===== config.mk =====
export PLATFORM = sky130hd
export DESIGN_NAME = csp_uart
export DESIGN_NICKNAME = d
export VERILOG_FILES = /design/src/csp_pkg.sv /design/src/csp_buf2.sv /design/src/csp_uart.sv
export SDC_FILE = /design/constraint.sdc
export NUM_CORES = 1
export LEC_CHECK = 0
export BUFFER_PORTS_ARGS = -buffer_cell sky130_fd_sc_hd__clkbuf_2
export CORE_ASPECT_RATIO = 1.5
export CORE_MARGIN = 4
export CORE_UTILIZATION = 43
export DETAILED_ROUTE_END_ITERATION = 12
export HOLD_SLACK_MARGIN = 0.06
export PLACE_DENSITY = 0.61
export SYNTH_ARGS = -nofsm -noshare
export SYNTH_HDL_FRONTEND = slang
export SYNTH_SLANG_ARGS = --single-unit

===== constraint.sdc =====
create_clock -name clk_sys -period 14.1 [get_ports clk_sys]
set_clock_uncertainty 0.2 [all_clocks]
set_input_delay 0.705 -clock clk_sys [delete_from_list [all_inputs] [get_ports clk_sys]]
set_output_delay 0.705 -clock clk_sys [all_outputs]
set_load 0.02 [all_outputs]

===== src/csp_pkg.sv =====
// Constants and types shared by the serial port block.
package csp_pkg;

  // ***************************************************************
  // Clock and timing
  // ***************************************************************
  localparam int CLK_HZ       = 100_000_000;
  localparam int RTS_UNIT_MS  = 20;
  localparam int RTS_UNIT_CYC = CLK_HZ / 1000 * RTS_UNIT_MS;
  localparam int BAUD_COUNT   = 8;
  localparam int BAUD_RATE [BAUD_COUNT] =
    '{110, 300, 600, 1200, 2400, 4800, 9600, 19200};
  localparam logic [2:0] BAUD_DEFAULT = 3'h7;
  localparam int DIV_W   = 20;
  localparam int FRAME_W = 12;
  localparam int DUNIT_W = 32;

  // ***************************************************************
  // Register map, byte addresses
  // ***************************************************************
  localparam int ADDR_W = 5;
  localparam logic [ADDR_W-1:0] OFS_CTRL   = 5'h00;
  localparam logic [ADDR_W-1:0] OFS_DELAY  = 5'h04;
  localparam logic [ADDR_W-1:0] OFS_TXDATA = 5'h08;
  localparam logic [ADDR_W-1:0] OFS_RXDATA = 5'h0C;
  localparam logic [ADDR_W-1:0] OFS_STATUS = 5'h10;

  // Status bit positions.
  localparam int ST_TX_READY  = 0;
  localparam int ST_TX_IDLE   = 1;
  localparam int ST_RTS       = 2;
  localparam int ST_RX_VALID  = 3;
  localparam int ST_OVERRUN   = 4;
  localparam int ST_PARITY    = 5;
  localparam int ST_FRAMING   = 6;

  // ***************************************************************
  // Configuration types
  // ***************************************************************
  typedef enum logic [1:0] {PAR_NONE, PAR_EVEN, PAR_ODD, PAR_RSVD}
    csp_parity_t;
  typedef enum logic {MODE_USER, MODE_SYSTEM} csp_mode_t;
  typedef enum logic [1:0] {PROTO_P2P, PROTO_SLAVE, PROTO_MASTER,
    PROTO_RSVD} csp_proto_t;
  typedef enum logic [1:0] {HS_NONE, HS_FULL, HS_HALF, HS_RSVD}
    csp_hs_t;

  typedef struct packed {
    logic        contCarrier;
    csp_hs_t     handshake;
    csp_proto_t  protocol;
    csp_mode_t   mode;
    logic        stop2;
    csp_parity_t parity;
    logic        data7;
    logic [2:0]  baud;
  } csp_cfg_t;
  localparam int CFG_W = $bits(csp_cfg_t);
  localparam csp_cfg_t CFG_RESET = '{contCarrier: 1'b0,
    handshake: HS_NONE, protocol: PROTO_P2P, mode: MODE_USER,
    stop2: 1'b0, parity: PAR_NONE, data7: 1'b0, baud: BAUD_DEFAULT};

  typedef struct packed {
    logic [7:0] offDelay;
    logic [7:0] sendDelay;
  } csp_delay_t;
  localparam csp_delay_t DELAY_RESET = '{offDelay: 8'h00,
    sendDelay: 8'h00};

  typedef struct packed {
    logic       frameErr;
    logic       parityErr;
    logic [7:0] data;
  } csp_rxword_t;
  localparam csp_rxword_t RXWORD_RESET = '{1'b0, 1'b0, 8'h00};

endpackage


===== src/csp_buf2.sv =====
// Two-entry valid/ready buffer placed in the transmit data path.
`timescale 1ns/1ps

module csp_buf2
#(
  parameter int WIDTH = 8,
  parameter int DEPTH = 2
)
(
  // Clock and reset.
  input  wire logic             clk_sys,
  input  wire logic             sys_rst,
  // Filling side.
  input  wire logic             inValid,
  output logic                  inReady,
  input  wire logic [WIDTH-1:0] inData,
  // Draining side.
  output logic                  outValid,
  input  wire logic             outReady,
  output logic [WIDTH-1:0]      outData
);

  localparam int PTR_W = (DEPTH > 1) ? $clog2(DEPTH) : 1;

  logic [WIDTH-1:0] memReg [DEPTH];
  logic [PTR_W-1:0] wrPtrReg;
  logic [PTR_W-1:0] rdPtrReg;
  logic [PTR_W:0]   countReg;
  logic             push;
  logic             pop;

  // Full and empty follow the entry count, so neither side is misled.
  assign inReady  = countReg != (PTR_W+1)'(DEPTH);
  assign outValid = countReg != '0;
  assign outData  = memReg[rdPtrReg];
  assign push     = inValid && inReady;
  assign pop      = outValid && outReady;

  // Storage needs no reset; the count guards every read.
  always_ff @(posedge clk_sys)
  begin
    if (push)
      memReg[wrPtrReg] <= inData;
  end

  // Pointers wrap at the depth, which need not be a power of two.
  always_ff @(posedge clk_sys or posedge sys_rst)
  begin
    if (sys_rst)
    begin
      wrPtrReg <= '0;
      rdPtrReg <= '0;
      countReg <= '0;
    end
    else
    begin
      if (push)
        wrPtrReg <= (wrPtrReg == PTR_W'(DEPTH-1)) ? '0 : wrPtrReg + 1'b1;
      if (pop)
        rdPtrReg <= (rdPtrReg == PTR_W'(DEPTH-1)) ? '0 : rdPtrReg + 1'b1;
      if (push && !pop)
        countReg <= countReg + 1'b1;
      else if (pop && !push)
        countReg <= countReg - 1'b1;
    end
  end

endmodule


===== src/csp_uart.sv =====
// Serial port core: register slave, RTS-sequenced transmitter, receiver.
`timescale 1ns/1ps
//
// Summary of operation
// - Eight selectable baud rates, 19200 after reset.
// - Eight data bits; seven only in user mode.
// - Parity none, even or odd; odd user only.
// - One stop bit; two only in user mode.
// - System or user mode, user after reset.
// - Handshake limited by mode and protocol, none default.
// - Continuous carrier only half duplex, never master in system mode.
// - Send delay after RTS before first character.
// - Off delay after last character, then drop RTS.

module csp_uart
  import csp_pkg::*;
#(
  parameter int CLK_FREQ_HZ  = CLK_HZ,
  parameter int DLY_UNIT_CYC = RTS_UNIT_CYC
)
(
  // Clock and reset.
  input  wire logic              clk_sys,
  input  wire logic              sys_rst,
  // Avalon-MM register slave.
  input  wire logic [ADDR_W-1:0] avs_address,
  input  wire logic              avs_read,
  input  wire logic              avs_write,
  input  wire logic [31:0]       avs_writedata,
  output logic      [31:0]       avs_readdata,
  output logic                   avs_waitrequest,
  // Serial line.
  input  wire logic              serRxd,
  output logic                   serTxd,
  output logic                   serRts
);

  typedef enum logic [1:0] {TX_IDLE, TX_LEAD, TX_SHIFT, TX_TAIL}
    csp_tx_state_t;
  typedef enum logic [1:0] {RX_IDLE, RX_START, RX_BITS} csp_rx_state_t;

  csp_cfg_t         cfgReg;
  csp_cfg_t         eff;
  csp_delay_t       dlyReg;
  logic [DIV_W-1:0] divTab [BAUD_COUNT];
  logic [DIV_W-1:0] bitDiv;
  logic             waitReg;
  logic [31:0]      rdataReg;
  logic [31:0]      readMux;
  logic             req;
  logic             canTake;
  logic             taken;
  logic             bufInReady;
  logic             bufOutValid;
  logic [7:0]       bufOutData;
  logic             pushTx;
  csp_tx_state_t    txState;
  logic [FRAME_W-1:0] txShiftReg;
  logic [DIV_W-1:0] txDivCnt;
  logic [3:0]       txBitsLeft;
  logic             txdReg;
  logic             rtsReg;
  logic             txTick;
  logic             txLast;
  logic             txLoad;
  logic [DUNIT_W-1:0] dlyUnitCnt;
  logic [7:0]       dlyUnits;
  logic [7:0]       dlyTarget;
  logic             dlyDone;
  logic             rxSync1;
  logic             rxIn;
  logic             rxPrev;
  csp_rx_state_t    rxState;
  logic [DIV_W-1:0] rxDivCnt;
  logic [3:0]       rxBitIdx;
  logic [10:0]      rxShiftReg;
  logic [10:0]      rxFull;
  logic [3:0]       rxNumData;
  logic [3:0]       rxNeed;
  logic             rxEnd;
  csp_rxword_t      rxWord;
  csp_rxword_t      rxHoldReg;
  logic             rxValidReg;
  logic             rxOverrunReg;
  logic             rdRxData;

  // ***************************************************************
  // Configuration legalisation
  // ***************************************************************

  // Illegal combinations are forced to a safe value, and CTRL reads
  // back the setting in force so software can see what was refused.
  always_comb
  begin
    eff = cfgReg;
    if (eff.mode == MODE_SYSTEM)
    begin
      eff.data7 = 1'b0;
      eff.stop2 = 1'b0;
      if (eff.parity == PAR_ODD)
        eff.parity = PAR_NONE;
      if (eff.protocol == PROTO_P2P && eff.handshake == HS_HALF)
        eff.handshake = HS_NONE;
      if (eff.protocol == PROTO_SLAVE && eff.handshake == HS_FULL)
        eff.handshake = HS_NONE;
    end
    if (eff.parity == PAR_RSVD)
      eff.parity = PAR_NONE;
    if (eff.handshake == HS_RSVD)
      eff.handshake = HS_NONE;
    eff.contCarrier = cfgReg.contCarrier && eff.handshake == HS_HALF
      && !(eff.mode == MODE_SYSTEM && eff.protocol == PROTO_MASTER);
  end

  // One divisor per selectable rate, all fixed at elaboration.
  for (genvar i = 0; i < BAUD_COUNT; i++)
  begin : g_div
    assign divTab[i] = DIV_W'(CLK_FREQ_HZ / BAUD_RATE[i]);
  end
  assign bitDiv = divTab[eff.baud];

  // ***************************************************************
  // Avalon-MM slave
  // ***************************************************************

  // A TXDATA write is held off while the buffer is full.
  assign req      = avs_read || avs_write;
  assign canTake  = !(avs_write && avs_address == OFS_TXDATA && !bufInReady);
  assign taken    = req && !waitReg;
  assign pushTx   = taken && avs_write && avs_address == OFS_TXDATA;
  assign rdRxData = taken && avs_read && avs_address == OFS_RXDATA;

  // Read data for the addressed register; unmapped words read zero.
  always_comb
  begin
    readMux = 32'h0000_0000;
    if (avs_address == OFS_CTRL)
      readMux[CFG_W-1:0] = eff;
    else if (avs_address == OFS_DELAY)
      readMux[15:0] = dlyReg;
    else if (avs_address == OFS_RXDATA)
      readMux[7:0] = rxHoldReg.data;
    else if (avs_address == OFS_STATUS)
    begin
      readMux[ST_TX_READY] = bufInReady;
      readMux[ST_TX_IDLE]  = txState == TX_IDLE && !bufOutValid;
      readMux[ST_RTS]      = rtsReg;
      readMux[ST_RX_VALID] = rxValidReg;
      readMux[ST_OVERRUN]  = rxOverrunReg;
      readMux[ST_PARITY]   = rxHoldReg.parityErr;
      readMux[ST_FRAMING]  = rxHoldReg.frameErr;
    end
  end

  // Waitrequest drops for exactly one cycle, one edge after the
  // request can be served; read data is latched on that same edge.
  always_ff @(posedge clk_sys or posedge sys_rst)
  begin
    if (sys_rst)
    begin
      waitReg  <= 1'b1;
      rdataReg <= 32'h0000_0000;
    end
    else
    begin
      waitReg <= !(req && waitReg && canTake);
      if (avs_read && waitReg)
        rdataReg <= readMux;
    end
  end

  // Configuration registers written by software.
  always_ff @(posedge clk_sys or posedge sys_rst)
  begin
    if (sys_rst)
    begin
      cfgReg <= CFG_RESET;
      dlyReg <= DELAY_RESET;
    end
    else if (taken && avs_write)
    begin
      if (avs_address == OFS_CTRL)
        cfgReg <= csp_cfg_t'(avs_writedata[CFG_W-1:0]);
      else if (avs_address == OFS_DELAY)
        dlyReg <= csp_delay_t'(avs_writedata[15:0]);
    end
  end

  // ***************************************************************
  // Transmit path
  // ***************************************************************

  csp_buf2 #(.WIDTH(8), .DEPTH(2)) u_txbuf (
    .clk_sys  (clk_sys),
    .sys_rst  (sys_rst),
    .inValid  (pushTx),
    .inReady  (bufInReady),
    .inData   (avs_writedata[7:0]),
    .outValid (bufOutValid),
    .outReady (txLoad),
    .outData  (bufOutData)
  );

  // Frame: start, data LSB first, optional parity, stop ones.
  function automatic logic [FRAME_W-1:0] buildFrame(
    input logic [7:0] d,
    input csp_cfg_t   c
  );
    logic [FRAME_W-1:0] f;
    logic               p;
    int                 n;
    f = {FRAME_W{1'b1}};
    n = c.data7 ? 7 : 8;
    p = ^(c.data7 ? {1'b0, d[6:0]} : d);
    if (c.parity == PAR_ODD)
      p = !p;
    f[0] = 1'b0;
    for (int i = 0; i < 8; i++)
      if (i < n)
        f[i+1] = d[i];
    if (c.parity != PAR_NONE)
      f[n+1] = p;
    return f;
  endfunction

  assign txTick = txDivCnt == '0;
  assign txLast = txState == TX_SHIFT && txTick && txBitsLeft == 4'h0;

  // The delay counts whole units while waiting; leaving either wait
  // state clears it, so each wait starts from zero.
  assign dlyTarget = (txState == TX_LEAD) ? dlyReg.sendDelay
                                          : dlyReg.offDelay;
  assign dlyDone   = dlyUnits == dlyTarget - 8'h01
                     && dlyUnitCnt == DUNIT_W'(DLY_UNIT_CYC - 1);

  always_ff @(posedge clk_sys or posedge sys_rst)
  begin
    if (sys_rst)
    begin
      dlyUnitCnt <= '0;
      dlyUnits   <= 8'h00;
    end
    else if (txState == TX_LEAD || txState == TX_TAIL)
    begin
      if (dlyUnitCnt == DUNIT_W'(DLY_UNIT_CYC - 1))
      begin
        dlyUnitCnt <= '0;
        dlyUnits   <= dlyUnits + 8'h01;
      end
      else
        dlyUnitCnt <= dlyUnitCnt + 1'b1;
    end
    else
    begin
      dlyUnitCnt <= '0;
      dlyUnits   <= 8'h00;
    end
  end

  // A character starts when one is waiting and the line may be used.
  // Characters queued back to back form one message under one RTS.
  always_comb
  begin
    txLoad = 1'b0;
    if (bufOutValid)
    begin
      case (txState)
        TX_IDLE:  txLoad = eff.handshake == HS_NONE || rtsReg
                           || dlyReg.sendDelay == 8'h00;
        TX_LEAD:  txLoad = dlyDone;
        TX_SHIFT: txLoad = txLast;
        TX_TAIL:  txLoad = 1'b1;
        default:  txLoad = 1'b0;
      endcase
    end
  end

  // Transmitter sequencing and the two line outputs.
  always_ff @(posedge clk_sys or posedge sys_rst)
  begin
    if (sys_rst)
    begin
      txState    <= TX_IDLE;
      txShiftReg <= {FRAME_W{1'b1}};
      txDivCnt   <= '0;
      txBitsLeft <= 4'h0;
      txdReg     <= 1'b1;
      rtsReg     <= 1'b0;
    end
    else if (txLoad)
    begin
      txShiftReg <= buildFrame(bufOutData, eff) >> 1;
      txdReg     <= 1'b0;
      txBitsLeft <= 4'(1 + (eff.data7 ? 7 : 8)
                    + (eff.parity != PAR_NONE ? 1 : 0)
                    + (eff.stop2 ? 2 : 1) - 1);
      txDivCnt   <= bitDiv - 1'b1;
      txState    <= TX_SHIFT;
      rtsReg     <= eff.handshake != HS_NONE;
    end
    else
    begin
      case (txState)
        TX_IDLE:
        begin
          rtsReg <= eff.contCarrier;
          if (bufOutValid)
          begin
            rtsReg  <= 1'b1;
            txState <= TX_LEAD;
          end
        end
        TX_LEAD:
          rtsReg <= 1'b1;
        TX_SHIFT:
        begin
          txDivCnt <= txTick ? bitDiv - 1'b1 : txDivCnt - 1'b1;
          if (txLast)
          begin
            if (eff.handshake == HS_NONE || dlyReg.offDelay == 8'h00)
            begin
              rtsReg  <= eff.contCarrier;
              txState <= TX_IDLE;
            end
            else
              txState <= TX_TAIL;
          end
          else if (txTick)
          begin
            txdReg     <= txShiftReg[0];
            txShiftReg <= {1'b1, txShiftReg[FRAME_W-1:1]};
            txBitsLeft <= txBitsLeft - 4'h1;
          end
        end
        TX_TAIL:
          if (dlyDone)
          begin
            rtsReg  <= eff.contCarrier;
            txState <= TX_IDLE;
          end
        default:
          txState <= TX_IDLE;
      endcase
    end
  end

  assign serTxd = txdReg;
  assign serRts = rtsReg;

  // ***************************************************************
  // Receive path
  // ***************************************************************

  // The line is asynchronous: two flops before any logic reads it.
  always_ff @(posedge clk_sys or posedge sys_rst)
  begin
    if (sys_rst)
    begin
      rxSync1 <= 1'b1;
      rxIn    <= 1'b1;
      rxPrev  <= 1'b1;
    end
    else
    begin
      rxSync1 <= serRxd;
      rxIn    <= rxSync1;
      rxPrev  <= rxIn;
    end
  end

  // Assemble the sampled bits and check parity and the first stop.
  always_comb
  begin
    rxFull           = rxShiftReg;
    rxFull[rxBitIdx] = rxIn;
    rxNumData = eff.data7 ? 4'h7 : 4'h8;
    rxNeed    = rxNumData + ((eff.parity != PAR_NONE) ? 4'h1 : 4'h0);
    rxEnd     = rxState == RX_BITS && rxDivCnt == '0 && rxBitIdx == rxNeed;
    rxWord.data = eff.data7 ? {1'b0, rxFull[6:0]} : rxFull[7:0];
    rxWord.parityErr = eff.parity != PAR_NONE
      && ((^rxWord.data ^ rxFull[rxNumData]) != (eff.parity == PAR_ODD));
    rxWord.frameErr = !rxFull[rxNeed];
  end

  // Sampling runs mid-bit: half a bit after the falling start edge.
  always_ff @(posedge clk_sys or posedge sys_rst)
  begin
    if (sys_rst)
    begin
      rxState    <= RX_IDLE;
      rxDivCnt   <= '0;
      rxBitIdx   <= 4'h0;
      rxShiftReg <= 11'h7FF;
    end
    else
    begin
      case (rxState)
        RX_IDLE:
          if (rxPrev && !rxIn)
          begin
            rxDivCnt <= (bitDiv >> 1) - 1'b1;
            rxState  <= RX_START;
          end
        RX_START:
          if (rxDivCnt != '0)
            rxDivCnt <= rxDivCnt - 1'b1;
          else if (rxIn)
            rxState <= RX_IDLE;
          else
          begin
            rxDivCnt <= bitDiv - 1'b1;
            rxBitIdx <= 4'h0;
            rxState  <= RX_BITS;
          end
        RX_BITS:
          if (rxDivCnt != '0)
            rxDivCnt <= rxDivCnt - 1'b1;
          else
          begin
            rxShiftReg <= rxFull;
            rxBitIdx   <= rxBitIdx + 4'h1;
            rxDivCnt   <= bitDiv - 1'b1;
            if (rxEnd)
              rxState <= RX_IDLE;
          end
        default:
          rxState <= RX_IDLE;
      endcase
    end
  end

  // Holding register. A word arriving on the edge of a read wins, and
  // overrun is cleared by writing one to its status bit.
  always_ff @(posedge clk_sys or posedge sys_rst)
  begin
    if (sys_rst)
    begin
      rxHoldReg    <= RXWORD_RESET;
      rxValidReg   <= 1'b0;
      rxOverrunReg <= 1'b0;
    end
    else
    begin
      if (rxEnd)
        rxHoldReg <= rxWord;
      if (rxEnd)
        rxValidReg <= 1'b1;
      else if (rdRxData)
        rxValidReg <= 1'b0;
      if (rxEnd && rxValidReg && !rdRxData)
        rxOverrunReg <= 1'b1;
      else if (taken && avs_write && avs_address == OFS_STATUS
               && avs_writedata[ST_OVERRUN])
        rxOverrunReg <= 1'b0;
    end
  end

  assign avs_readdata    = rdataReg;
  assign avs_waitrequest = waitReg;
endmodule


# Word level (Yosys, flattened, before mapping)
# Memories as Yosys holds them, arrays and structs flattened.
# Index checks and enable logic that the tools add are counted.
# op_classes
add_sub_neg	18
n_shift	0
div_mod_pow	0
bitwise_logic	4
muxes	112
n_reduce_logical	83
eq_ne	35
order_cmp	15
mul	0
# op_table
op	n
20-bit two-way mux	9
4-bit by 32-bit less-than comparator with 1-bit output, first input constant	4
3-bit by 32-bit less-than comparator with 1-bit output, first input constant	2
32-bit two-way mux	2
12-bit two-way mux	5
20-bit one-hot mux with 3 select lines	1
20-bit by 1-bit subtractor with 20-bit output, second input constant	3
8-bit two-way mux	7
1-bit two-way mux	43
20-bit zero test	2
2-bit two-way mux	20
4-bit two-way mux	10
1-bit logical AND	33
32-bit by 1-bit adder with 32-bit output, second input constant	1
32-bit by 21-bit == test with 1-bit output, second input constant	1
1-bit by 32-bit less-than comparator with 1-bit output, first input constant	1
2-bit by 32-bit less-than comparator with 1-bit output, first input constant	1
2-bit == test, second input constant	10
20-bit nonzero test	1
19-bit by 1-bit subtractor with 20-bit output, second input constant	1
2-bit nonzero test	9
8-bit zero test	2
8-bit parity	2
4-bit by 5-bit less-than comparator with 1-bit output, second input constant	3
49 further kinds	94
# totals
regBits	182
latch_bits	0
rom_bits	160
elab_cells	304
mem_bits_rw	16
out_inout_bits	35
mem_count	2
# mem_list
name	words	width	rd	rd_clocked_by_memory_dff	wr	line	text
(name not given)	8	20	1	0	0	csp_uart.sv:120	assign bitDiv = divTab[eff.baud];
u_txbuf.memReg	2	8	1	0	1	csp_buf2.sv:25	logic [WIDTH-1:0] memReg [DEPTH];

# Depth between registers and ports, before layout
# Gate-level depths: netlist (run 1).
# logic_depth
depth_word	19
ltp_mapped	19
depth_no_buf	16

# Cells and area by module
# A second synthesis (run 1) with hierarchy kept.
# unflattened
hier_cells	1229
hier_area_um2	11487.3
# by_module_without_submodules
mod	seq_area_each_um2	cells_each	area_each_um2	n_inst
csp_uart	4466.8	1185	10696.5	1
csp_buf2	580.6	44	790.8	1

# Least setup slack after synthesis (run 1)
# Ideal clock, no wire load.
# synth_path
path_kind	reg2reg
startpoint	register txState[1]
endpoint	register u_txbuf.countReg[1]
path_stages_with_launch	19
t_required_ns	13.821
arrival_ns	3.485
path_buffers	3
path_slack_ns	10.336
cell_sequence	dfrtp_1 > buf_6 > nor2b_2 > buf_6 > mux2_4 > inv_1 > ha_1 > nor3b_1 > xnor2_1 > a211oi_1 > a21oi_1 > nor4_4 > a21oi_2 > nor2_2 > inv_1 > buf_4 > ha_1 > nor2_1 > xor2_1
# synth_between
elab_chain_len	11
elab_cells_between_ends	18
classes_between	add/sub (1); eq/ne (4); mux (4); reduce/logical (9)
# synth_rtl
item	line	text
start: declaration	csp_uart.sv:57	csp_tx_state_t txState;
start signal: assignment	csp_uart.sv:283	txState <= TX_IDLE;
start signal: assignment	csp_uart.sv:298	txState <= TX_SHIFT;
start signal: assignment	csp_uart.sv:310	txState <= TX_LEAD;
2-bit by 1-bit == test with 1-bit output	csp_uart.sv:231, csp_uart.sv:267	
8-bit two-way mux	csp_uart.sv:231	assign dlyTarget = (txState == TX_LEAD) ? dlyReg.sendDelay
8-bit by 1-bit subtractor with 8-bit output	csp_uart.sv:233	assign dlyDone = dlyUnits == dlyTarget - 8'h01
8-bit == test	csp_uart.sv:233	
1-bit logical AND	csp_uart.sv:234	&& dlyUnitCnt == DUNIT_W'(DLY_UNIT_CYC - 1);
1-bit one-hot mux with 4 select lines *	csp_uart.sv:267	case (txState)
1-bit two-way mux *	csp_uart.sv:265	if (bufOutValid)
1-bit logical AND *	csp_buf2.sv:37	assign pop = outValid && outReady;
1-bit zero test	csp_buf2.sv:61	if (push && !pop)
1-bit logical AND	csp_buf2.sv:61	
2-bit two-way mux / 2-bit nonzero test (equally long branches)	n/a	
end signal: assignment	csp_buf2.sv:62	countReg <= countReg + 1'b1;
end signal: assignment	csp_buf2.sv:64	countReg <= countReg - 1'b1;
end: declaration	csp_buf2.sv:28	logic [PTR_W:0] countReg;
# Mark *: on every way between the ends. The rest lies on a longest branch, timed or not.
# A chain may end at the register's enable or synchronous reset.

# Worst setup path after layout (run 1)
# layout_path
startpoint	register txState[0]
endpoint	register u_txbuf.countReg[1]
# The elaborated chain is that of the path after synthesis.

==> impl_metrics.tcl, run 1 <==
set metrics [dict create \
    cp_top_family "simple AND/OR/NAND/NOR gates" \
    antenna_found_initial 0 \
    nNetsFinal 1301 \
    worst_slew_pin_slew_ps 950 \
    ys_types 82 \
    critical_path.cell_chain "nor2b_2 -> mux2i_1 -> ha_1 -> nor3b_1 -> xnor2_1 -> a211oi_1 -> a21oi_1 -> nor4_4 -> a21oi_2 -> buf_4 -> nor2_2 -> inv_1 -> ha_1 -> xor2_1 -> nor2_1 -> xor2_1" \
    hpwl_microns 19800 \
    syn_area_sq_um 11600 \
    synth_top_family_by_area "simple AND/OR/NAND/NOR gates" \
    clock_latency_ps 470 \
    io_buffers 44 \
    root_buffer "clkbuf_16" \
    fmax_mhz 205 \
    antenna_cells 0 \
    power_density_nw_per_um2 135 \
    crit_required_ps 14300 \
    path_clk_slew_ps 90 \
    maxCapViolCount 0 \
    crit_fanout 21 \
    synth-seq-cells 197 \
    status "complete, no violations" \
    grt_pass1_vias 8677 \
    die-height_microns 209 \
    syn_to_final_growth_pct 8.62 \
    die_w_microns 142 \
    seq_area_frac_synth_pct 43.7 \
    wirelength_microns 26900 \
    min_period_over_period_pct 34.7 \
    critPathMaxStageDelay_ps 560 \
    post_synth.cell_area_avg_sq_um 9.53 \
    cts.sinks 197 \
    path_buf_inv 2 \
    p_leak_uw 0.00531 \
    max_slew_margin_pct 36.1 \
    grt_pass1_wl_microns 44900 \
    routabilityCongestion 0.864 \
    start_util_pct 43.6 \
    core_sq_um 26500 \
    firstDrtPassIters 4 \
    synth_simple_gate_area_share_pct 17.9 \
    final_common_cell "dfrtp_1" \
    cts_hold_buffers 0 \
    synth_xor_xnor_area_share_pct 7.55 \
    worst_setup_path_end_kind "flip-flop" \
    synth_flop_cell "dfrtp_1" \
    rows 73 \
    min_period_ps 4890 \
    grt_max_degree 71 \
    numCtsBuffers 17 \
    htreeDepth 4 \
    reg2reg_slack_ps 9210 \
    drive_gt1_share_pct 14.8 \
    final_cell_mix "151 x dfrtp_1, 131 x nor2_1, 115 x nand2_1" \
    io-pin-count 77 \
    clk_path_buf_depth 2 \
    critPathArrivalTime_ps 5080 \
    wl_per_cell_microns 17.1 \
    cts_setup_buffers 0 \
    synth-adder-area-share_pct 3.62 \
    yosysWarnings 0 \
    grt-ovfl-total 0 \
    synth_edf_count 16 \
    hold_class "in -> async" \
    hold_viol 0 \
    crit_path_top_delay_cell "dfrtp_1" \
    synthesis.instances 1212 \
    p_total_uw 1700 \
    crit_type "reg -> reg" \
    rsz0062_at_grt "no" \
    ir_drop_mv 0.100 \
    startpoint_type "flip-flop" \
    cts_tree "yes" \
    cts_resized 0 \
    synth-compound-area-share_pct 13.9 \
    drtIter0Drc 467 \
    synthArstFlopShare_pct 91.9 \
    die_area_sq_um 29600 \
    setup_viol_count_final 0 \
    grt_usage_pct 18.8 \
    final_max_slew_viol_count 0 \
    synth_mux_area_share_pct 7.97 \
    final_antenna_net_count 0 \
    fin_setup_tns_ps 0 \
    viasPerCell 5.50 \
    vias 8671 \
    drcViolationCount 0 \
]
## final timing paths
kind | endpoint | start | depth (start not counted)
max | u_txbuf.countReg[1] | txState[0] | 16
max reg2reg | u_txbuf.countReg[1] | txState[0] | 16
min in group clk_sys | rxSync1 | serRxd | 1
max in group asynchronous | rxDivCnt[3] | sys_rst | 3
min | avs_readdata[10] | sys_rst | 2
min reg2reg | rxIn | rxSync1 | 0
## cell type report
class                           count  area [sq um]
Timing Repair Buffer               57           318
Clock buffer                       17           425
Clock inverter                     15           198
Sequential cell                   197          5050
Fill cell                        2514         13900
Inverter                           49           189
Tap cell                          337           422
Multi-Input combinational cell    905          5950
## cells in the mapped netlist, types with 12 or more instances
cell	number	area (sq um)
dfrtp_1	151	3780
nand3_1	37	185
nand2_1	115	432
dfstp_2	30	788
nor2_1	131	492
nor3_1	33	165
a31oi_1	12	75.1
ha_1	31	388
xor2_1	42	368
nor4_1	19	119
nand2b_1	12	75.1
o21ai_0	60	300
xnor2_1	55	482
mux2i_1	41	410
edfxtp_1	16	480
nand4_1	14	87.6
mux2_2	42	473
buf_4	18	135
clkbuf_1	36	135
a221o_1	14	140
inv_1	49	184
a21oi_1	62	310
## sequential cells by signal, indices dropped and copies added (netlist names), 12 cells and up
| name | cells |
|---|---|
| dlyUnitCnt | 32 |
| rxDivCnt | 20 |
| txDivCnt | 20 |
| avs_readdata | 16 |
| dlyReg | 16 |
| u_txbuf.memReg | 16 |
| cfgReg | 13 |
| txShiftReg | 12 |
## kinds of logic (layout without fill, tap and decap cells)
| logic type | count (synthesis) | after routing |
|---|---|---|
| adders and majority gates | 33 | 33 |
| other | 1 | 16 |
| AOI/OAI and AO/OA | 242 | 242 |
| buffers and inverters | 125 | 138 |
| xor gates and xnor gates | 98 | 98 |
| DFF | 197 | 197 |
| and+or+nand+nor | 431 | 431 |
| muxes | 85 | 85 |
## per-stage QoR
step	std cells	util (%)	hold WS (ps)	instance area, sq um	setup slack, ps
finish	1577	47.4	82.7	12500	9210
global route	1577	47.4	87.8	12500	8860
CTS	1577	47.4	87.4	12500	9210
detailed placement	1545	45.0	148	11900	9220
global placement	1545	45.0	145	11900	9320
floorplan	1227	-	145	11600	8330
## report_power, final
part	switching [uW]	internal [uW]	leakage, uW
sequential	83.9	641	0.00242
clock	266	244	0.000297
combinational	269	191	0.00259
total	619	1080	0.00531
## layer usage
metal | vias up | GRT usage [%] | share of wire, %
li1 | 4290 | - | -
met1 | 4206 | 22.1 | 41
met2 | 135 | 33.9 | 53
met3 | 40 | 3.32 | 3.2
met4 | 0 | 6.82 | 2.4
met5 | - | 0 | 0
No activity file was read; power rests on OpenSTA's default activity.
==> inputs of run 2 (changes only) <==
- clock period: 14.1 -> 4.7 ns (I/O delays scaled with it)
==> impl_metrics.tcl, run 2 (synthesis gave the netlist of run 1 again) <==
set metrics [dict create \
    firstDrtPassIters 5 \
    io-pin-count 77 \
    drcViolationCount 0 \
    final_cell_mix "151 x dfrtp_1, 131 x nor2_1, 115 x nand2_1" \
    hpwl_microns 19700 \
    cp_top_family "simple AND/OR/NAND/NOR gates" \
    place_ws_ps 444 \
    p_total_uw 5130 \
    viasPerCell 5.49 \
    wirelength_microns 27500 \
    cts_resized 0 \
    hold_viol 0 \
    rows 73 \
    power_density_nw_per_um2 400 \
    cts.sinks 197 \
    grt_max_degree 182 \
    max_slew_margin_pct 13.7 \
    maxCapViolCount 0 \
    critical_path.cell_chain "nor2b_2 -> mux2_4 -> inv_1 -> ha_1 -> nor3b_1 -> xnor2_1 -> a211oi_1 -> a21oi_1 -> nor4_4 -> a21oi_2 -> nor2_2 -> inv_1 -> ha_1 -> xor2_1 -> nor2_1 -> xor2_1" \
    status "complete, no violations" \
    htreeDepth 4 \
    crit_start "txState[1]" \
    core_sq_um 26500 \
    critPathMaxStageDelay_ps 480 \
    min_period_ps 4250 \
    vias 8829 \
    grt-ovfl-total 0 \
    grt_usage_pct 19.3 \
    crit_path_top_delay_cell "dfrtp_1" \
    cts_tree "yes" \
    fin_setup_tns_ps 0 \
    reg2regPathDepth 16 \
    p_leak_uw 0.00544 \
    start_util_pct 43.6 \
    grt_pass1_wl_microns 46200 \
    die-height_microns 209 \
    crit_required_ps 4880 \
    r2r-start "txState[1]" \
    rsz0062_at_grt "no" \
    final_common_cell "dfrtp_1" \
    die_area_sq_um 29600 \
    final_max_slew_viol_count 0 \
    antenna_found_initial 0 \
    syn_to_final_growth_pct 11.0 \
    nNetsFinal 1333 \
    antenna_cells 0 \
    reg2reg_slack_ps 450 \
    io_buffers 44 \
    cp-endpoint "u_txbuf.countReg[1]" \
    largestRegisters "dlyUnitCnt x32, rxDivCnt x20, txDivCnt x20" \
    path_buf_inv 2 \
    crit_fanout 11 \
    setup_ws_ps 452 \
    crit_cells 16 \
    worstReg2RegEnd "u_txbuf.countReg[1]" \
    ir_drop_mv 0.307 \
    crit_type "reg -> reg" \
    clock_latency_ps 460 \
    min_period_over_period_pct 90.4 \
    clk_path_buf_depth 2 \
    root_buffer "clkbuf_16" \
    worst_setup_path_end_kind "flip-flop" \
    whs_ps 79.0 \
    top_register "dlyUnitCnt" \
    critPathArrivalTime_ps 4420 \
    worst_slew_pin_slew_ps 1290 \
    final_antenna_net_count 0 \
    numCtsBuffers 17 \
    setup_viol_count_final 0 \
    grt_pass1_vias 9008 \
    drtIter0Drc 468 \
    largest_reg_flops 32 \
    wl_per_cell_microns 17.1 \
    drive_gt1_share_pct 15.2 \
    fmax_mhz 235 \
    routabilityCongestion 0.814 \
    hold_class "in -> reg" \
    startpoint_type "flip-flop" \
    path_clk_slew_ps 70 \
    die_w_microns 142 \
]
[run 2: worst min-delay path, cell delays in order]
cell,delay [ps]
clkbuf_2,150
a31oi_1,230
o31ai_1,80
[run 2: what timing repair did]
item                      4_1_cts  5_1_grt
hold buffers                   20        0
setup buffers                   0        0
hold endpoints to repair      200        0
[run 2: per-layer routing]
metal | wire length (microns) | global-route usage (%)
met1 | 11200 | 23.2
met2 | 14700 | 34.3
met3 | 891 | 3.00
met4 | 733 | 7.58
met5 | 0 | 0
[run 2: area by class of cell]
class / count / area (sq um)
multi-input combinational: 905 / 5950
fill: 2449 / 13700
clock buffer: 21 / 450
inverter: 49 / 188
timing repair buffer: 89 / 621
clock inverter: 11 / 141
tap: 337 / 422
sequential: 197 / 5050
[run 2: metrics by stage]
stage | area (sq um) | utilization [%] | cells
final | 12800 | 48.4 | 1609
after global routing | 12800 | 48.4 | 1609
after CTS | 12800 | 48.4 | 1609
after detailed placement | 12000 | 45.4 | 1557
after global placement | 12000 | 45.4 | 1557
after floorplan | 11600 | - | 1227
[run 2: worst min path at each step]
stage                                  to  slack (ps)           start  depth (start not counted)
after CTS                 avs_readdata[7]          70  avs_address[0]                          3
final                     avs_readdata[7]          80  avs_address[3]                          3
after detailed placement          rxSync1         130          serRxd                          1
after floorplan                   rxSync1          40          serRxd                          0
after global placement            rxSync1         120          serRxd                          1
after global routing         rxOverrunReg         120       avs_write                          5
[run 2: power by group]
group / switching [uW] / leakage, uW / internal [uW]
registers: 241 / 0.00242 / 1920
clock network: 688 / 0.000283 / 812
logic: 847 / 0.00274 / 619
total: 1780 / 0.00544 / 3350
==> inputs of run 3 (changes only) <==
- PLACE_DENSITY: 0.61 -> 0.59
==> impl_metrics.tcl, run 3 (synthesis gave the netlist of run 1 again) <==
set metrics [dict create \
    maxCapViolCount 0 \
    critPathMaxStageDelay_ps 830 \
    antenna_cells 0 \
    crit_type "reg -> reg" \
    whs_ps 89.3 \
    cts.sinks 197 \
    cts_tree "yes" \
    die_area_sq_um 29600 \
    cts_resized 0 \
    grt_pass1_vias 8901 \
    ir_drop_mv 0.290 \
    die-height_microns 209 \
    path_buf_inv 2 \
    crit_fanout 19 \
    min_period_over_period_pct 88.9 \
    syn_to_final_growth_pct 11.3 \
    startpoint_type "flip-flop" \
    crit_required_ps 4850 \
    grt_usage_pct 19.3 \
    root_buffer "clkbuf_16" \
    grt_max_degree 82 \
    final_max_slew_viol_count 0 \
    rows 73 \
    hold_class "in -> reg" \
    grt_pass1_wl_microns 46300 \
    clk_path_buf_depth 2 \
    wirelength_microns 27800 \
    path_clk_slew_ps 70 \
    wl_per_cell_microns 17.2 \
    final_antenna_net_count 0 \
    setup_viol_count_final 0 \
    hpwl_microns 20100 \
    routabilityCongestion 0.799 \
    drtIter0Drc 426 \
    cts_setup_buffers 0 \
    largestRegisters "dlyUnitCnt x32, rxDivCnt x20, txDivCnt x20" \
    htreeDepth 4 \
    rsz0062_at_grt "no" \
    critical_path.cell_chain "nor2b_2 -> mux2_4 -> inv_1 -> ha_1 -> nor3b_1 -> nor3b_1 -> a211oi_1 -> a21oi_1 -> nor4_4 -> a32oi_2 -> buf_4 -> a21oi_1 -> o22a_1" \
    fin_setup_tns_ps 0 \
    status "complete, no violations" \
    final_common_cell "dfrtp_1" \
    max_slew_margin_pct 34.0 \
    power_density_nw_per_um2 396 \
    viasPerCell 5.51 \
    reg2reg_slack_ps 520 \
    final_cell_mix "151 x dfrtp_1, 131 x nor2_1, 115 x nand2_1" \
    top_register "dlyUnitCnt" \
    worst_slew_pin_slew_ps 983 \
    grt-ovfl-total 0 \
    critPathArrivalTime_ps 4330 \
    p_leak_uw 0.00545 \
    vias 8891 \
    core_sq_um 26500 \
    numCtsBuffers 17 \
    firstDrtPassIters 5 \
    crit_path_top_delay_cell "a32oi_2" \
    drive_gt1_share_pct 15.4 \
    io_buffers 44 \
    drcViolationCount 0 \
    min_period_ps 4180 \
    die_w_microns 142 \
    clock_latency_ps 460 \
    worst_setup_path_end_kind "flip-flop" \
    largest_reg_flops 32 \
    io-pin-count 77 \
    antenna_found_initial 0 \
    setup_ws_ps 522 \
    hold_viol 0 \
    cp_top_family "compound AO/OA/AOI/OAI gates" \
    fmax_mhz 239 \
    nNetsFinal 1339 \
    place_ws_ps 555 \
    start_util_pct 43.6 \
]
[run 3: final timing paths]
kind | startpoint | end | depth (start not counted)
max | txState[1] | txDivCnt[12] | 13
min | avs_write | rxOverrunReg | 5
max reg2reg | txState[1] | txDivCnt[12] | 13
min reg2reg | rxSync1 | rxIn | 0
max in group asynchronous | sys_rst | avs_readdata[10] | 4
min in group asynchronous | sys_rst | txDivCnt[5] | 3
[run 3: cell type report]
| class | count | area [sq um] |
|---|---|---|
| fill | 2518 | 13600 |
| tap | 337 | 422 |
| clock inverter | 12 | 120 |
| sequential | 197 | 5050 |
| inverter | 49 | 188 |
| timing repair buffer | 95 | 673 |
| multi-input combinational | 905 | 5950 |
| clock buffer | 20 | 458 |
[run 3: stage by stage]
stage | area [sq um] | total power, uW | util (%) | instances
2_1_floorplan | 11600 | 3240 | - | 1227
3_3_place_gp | 12100 | 3620 | 45.5 | 1560
3_5_place_dp | 12100 | 3640 | 45.5 | 1560
4_1_cts | 12900 | 5140 | 48.6 | 1615
5_1_grt | 12900 | 5410 | 48.6 | 1615
6_report | 12900 | 5100 | 48.6 | 1615
[run 3: where the power goes]
| part | internal [uW] | total (uW) | leakage, uW | switching [uW] |
|---|---|---|---|---|
| clock | 771 | 1470 | 0.000264 | 695 |
| combinational | 620 | 1460 | 0.00277 | 845 |
| sequential | 1920 | 2160 | 0.00242 | 241 |
[run 3: metal layers]
layer,wire length (microns),up-vias,track usage (%),part of all wire (%)
li1,-,4358,-,-
met1,11600,4328,23.9,42
met4,642,0,6.89,2.3
met3,934,35,3.48,3.4
met5,0,-,0,0
met2,14600,170,33.5,53
[run 3: what timing repair did]
action                                  4_1_cts  5_1_grt
endpoints found under the setup margin        0        0
hold buffers                                 23        0
hold endpoints to repair                     72        0
[run 3: worst register-to-register path: stages, from the launching register on]
cell and delay [ps]:
dfrtp_1 400, nor2b_2 410, mux2_4 370, inv_1 60
ha_1 220, nor3b_1 380, nor3b_1 250, a211oi_1 70
a21oi_1 240, nor4_4 110, a32oi_2 830, buf_4 280
a21oi_1 50, o22a_1 210
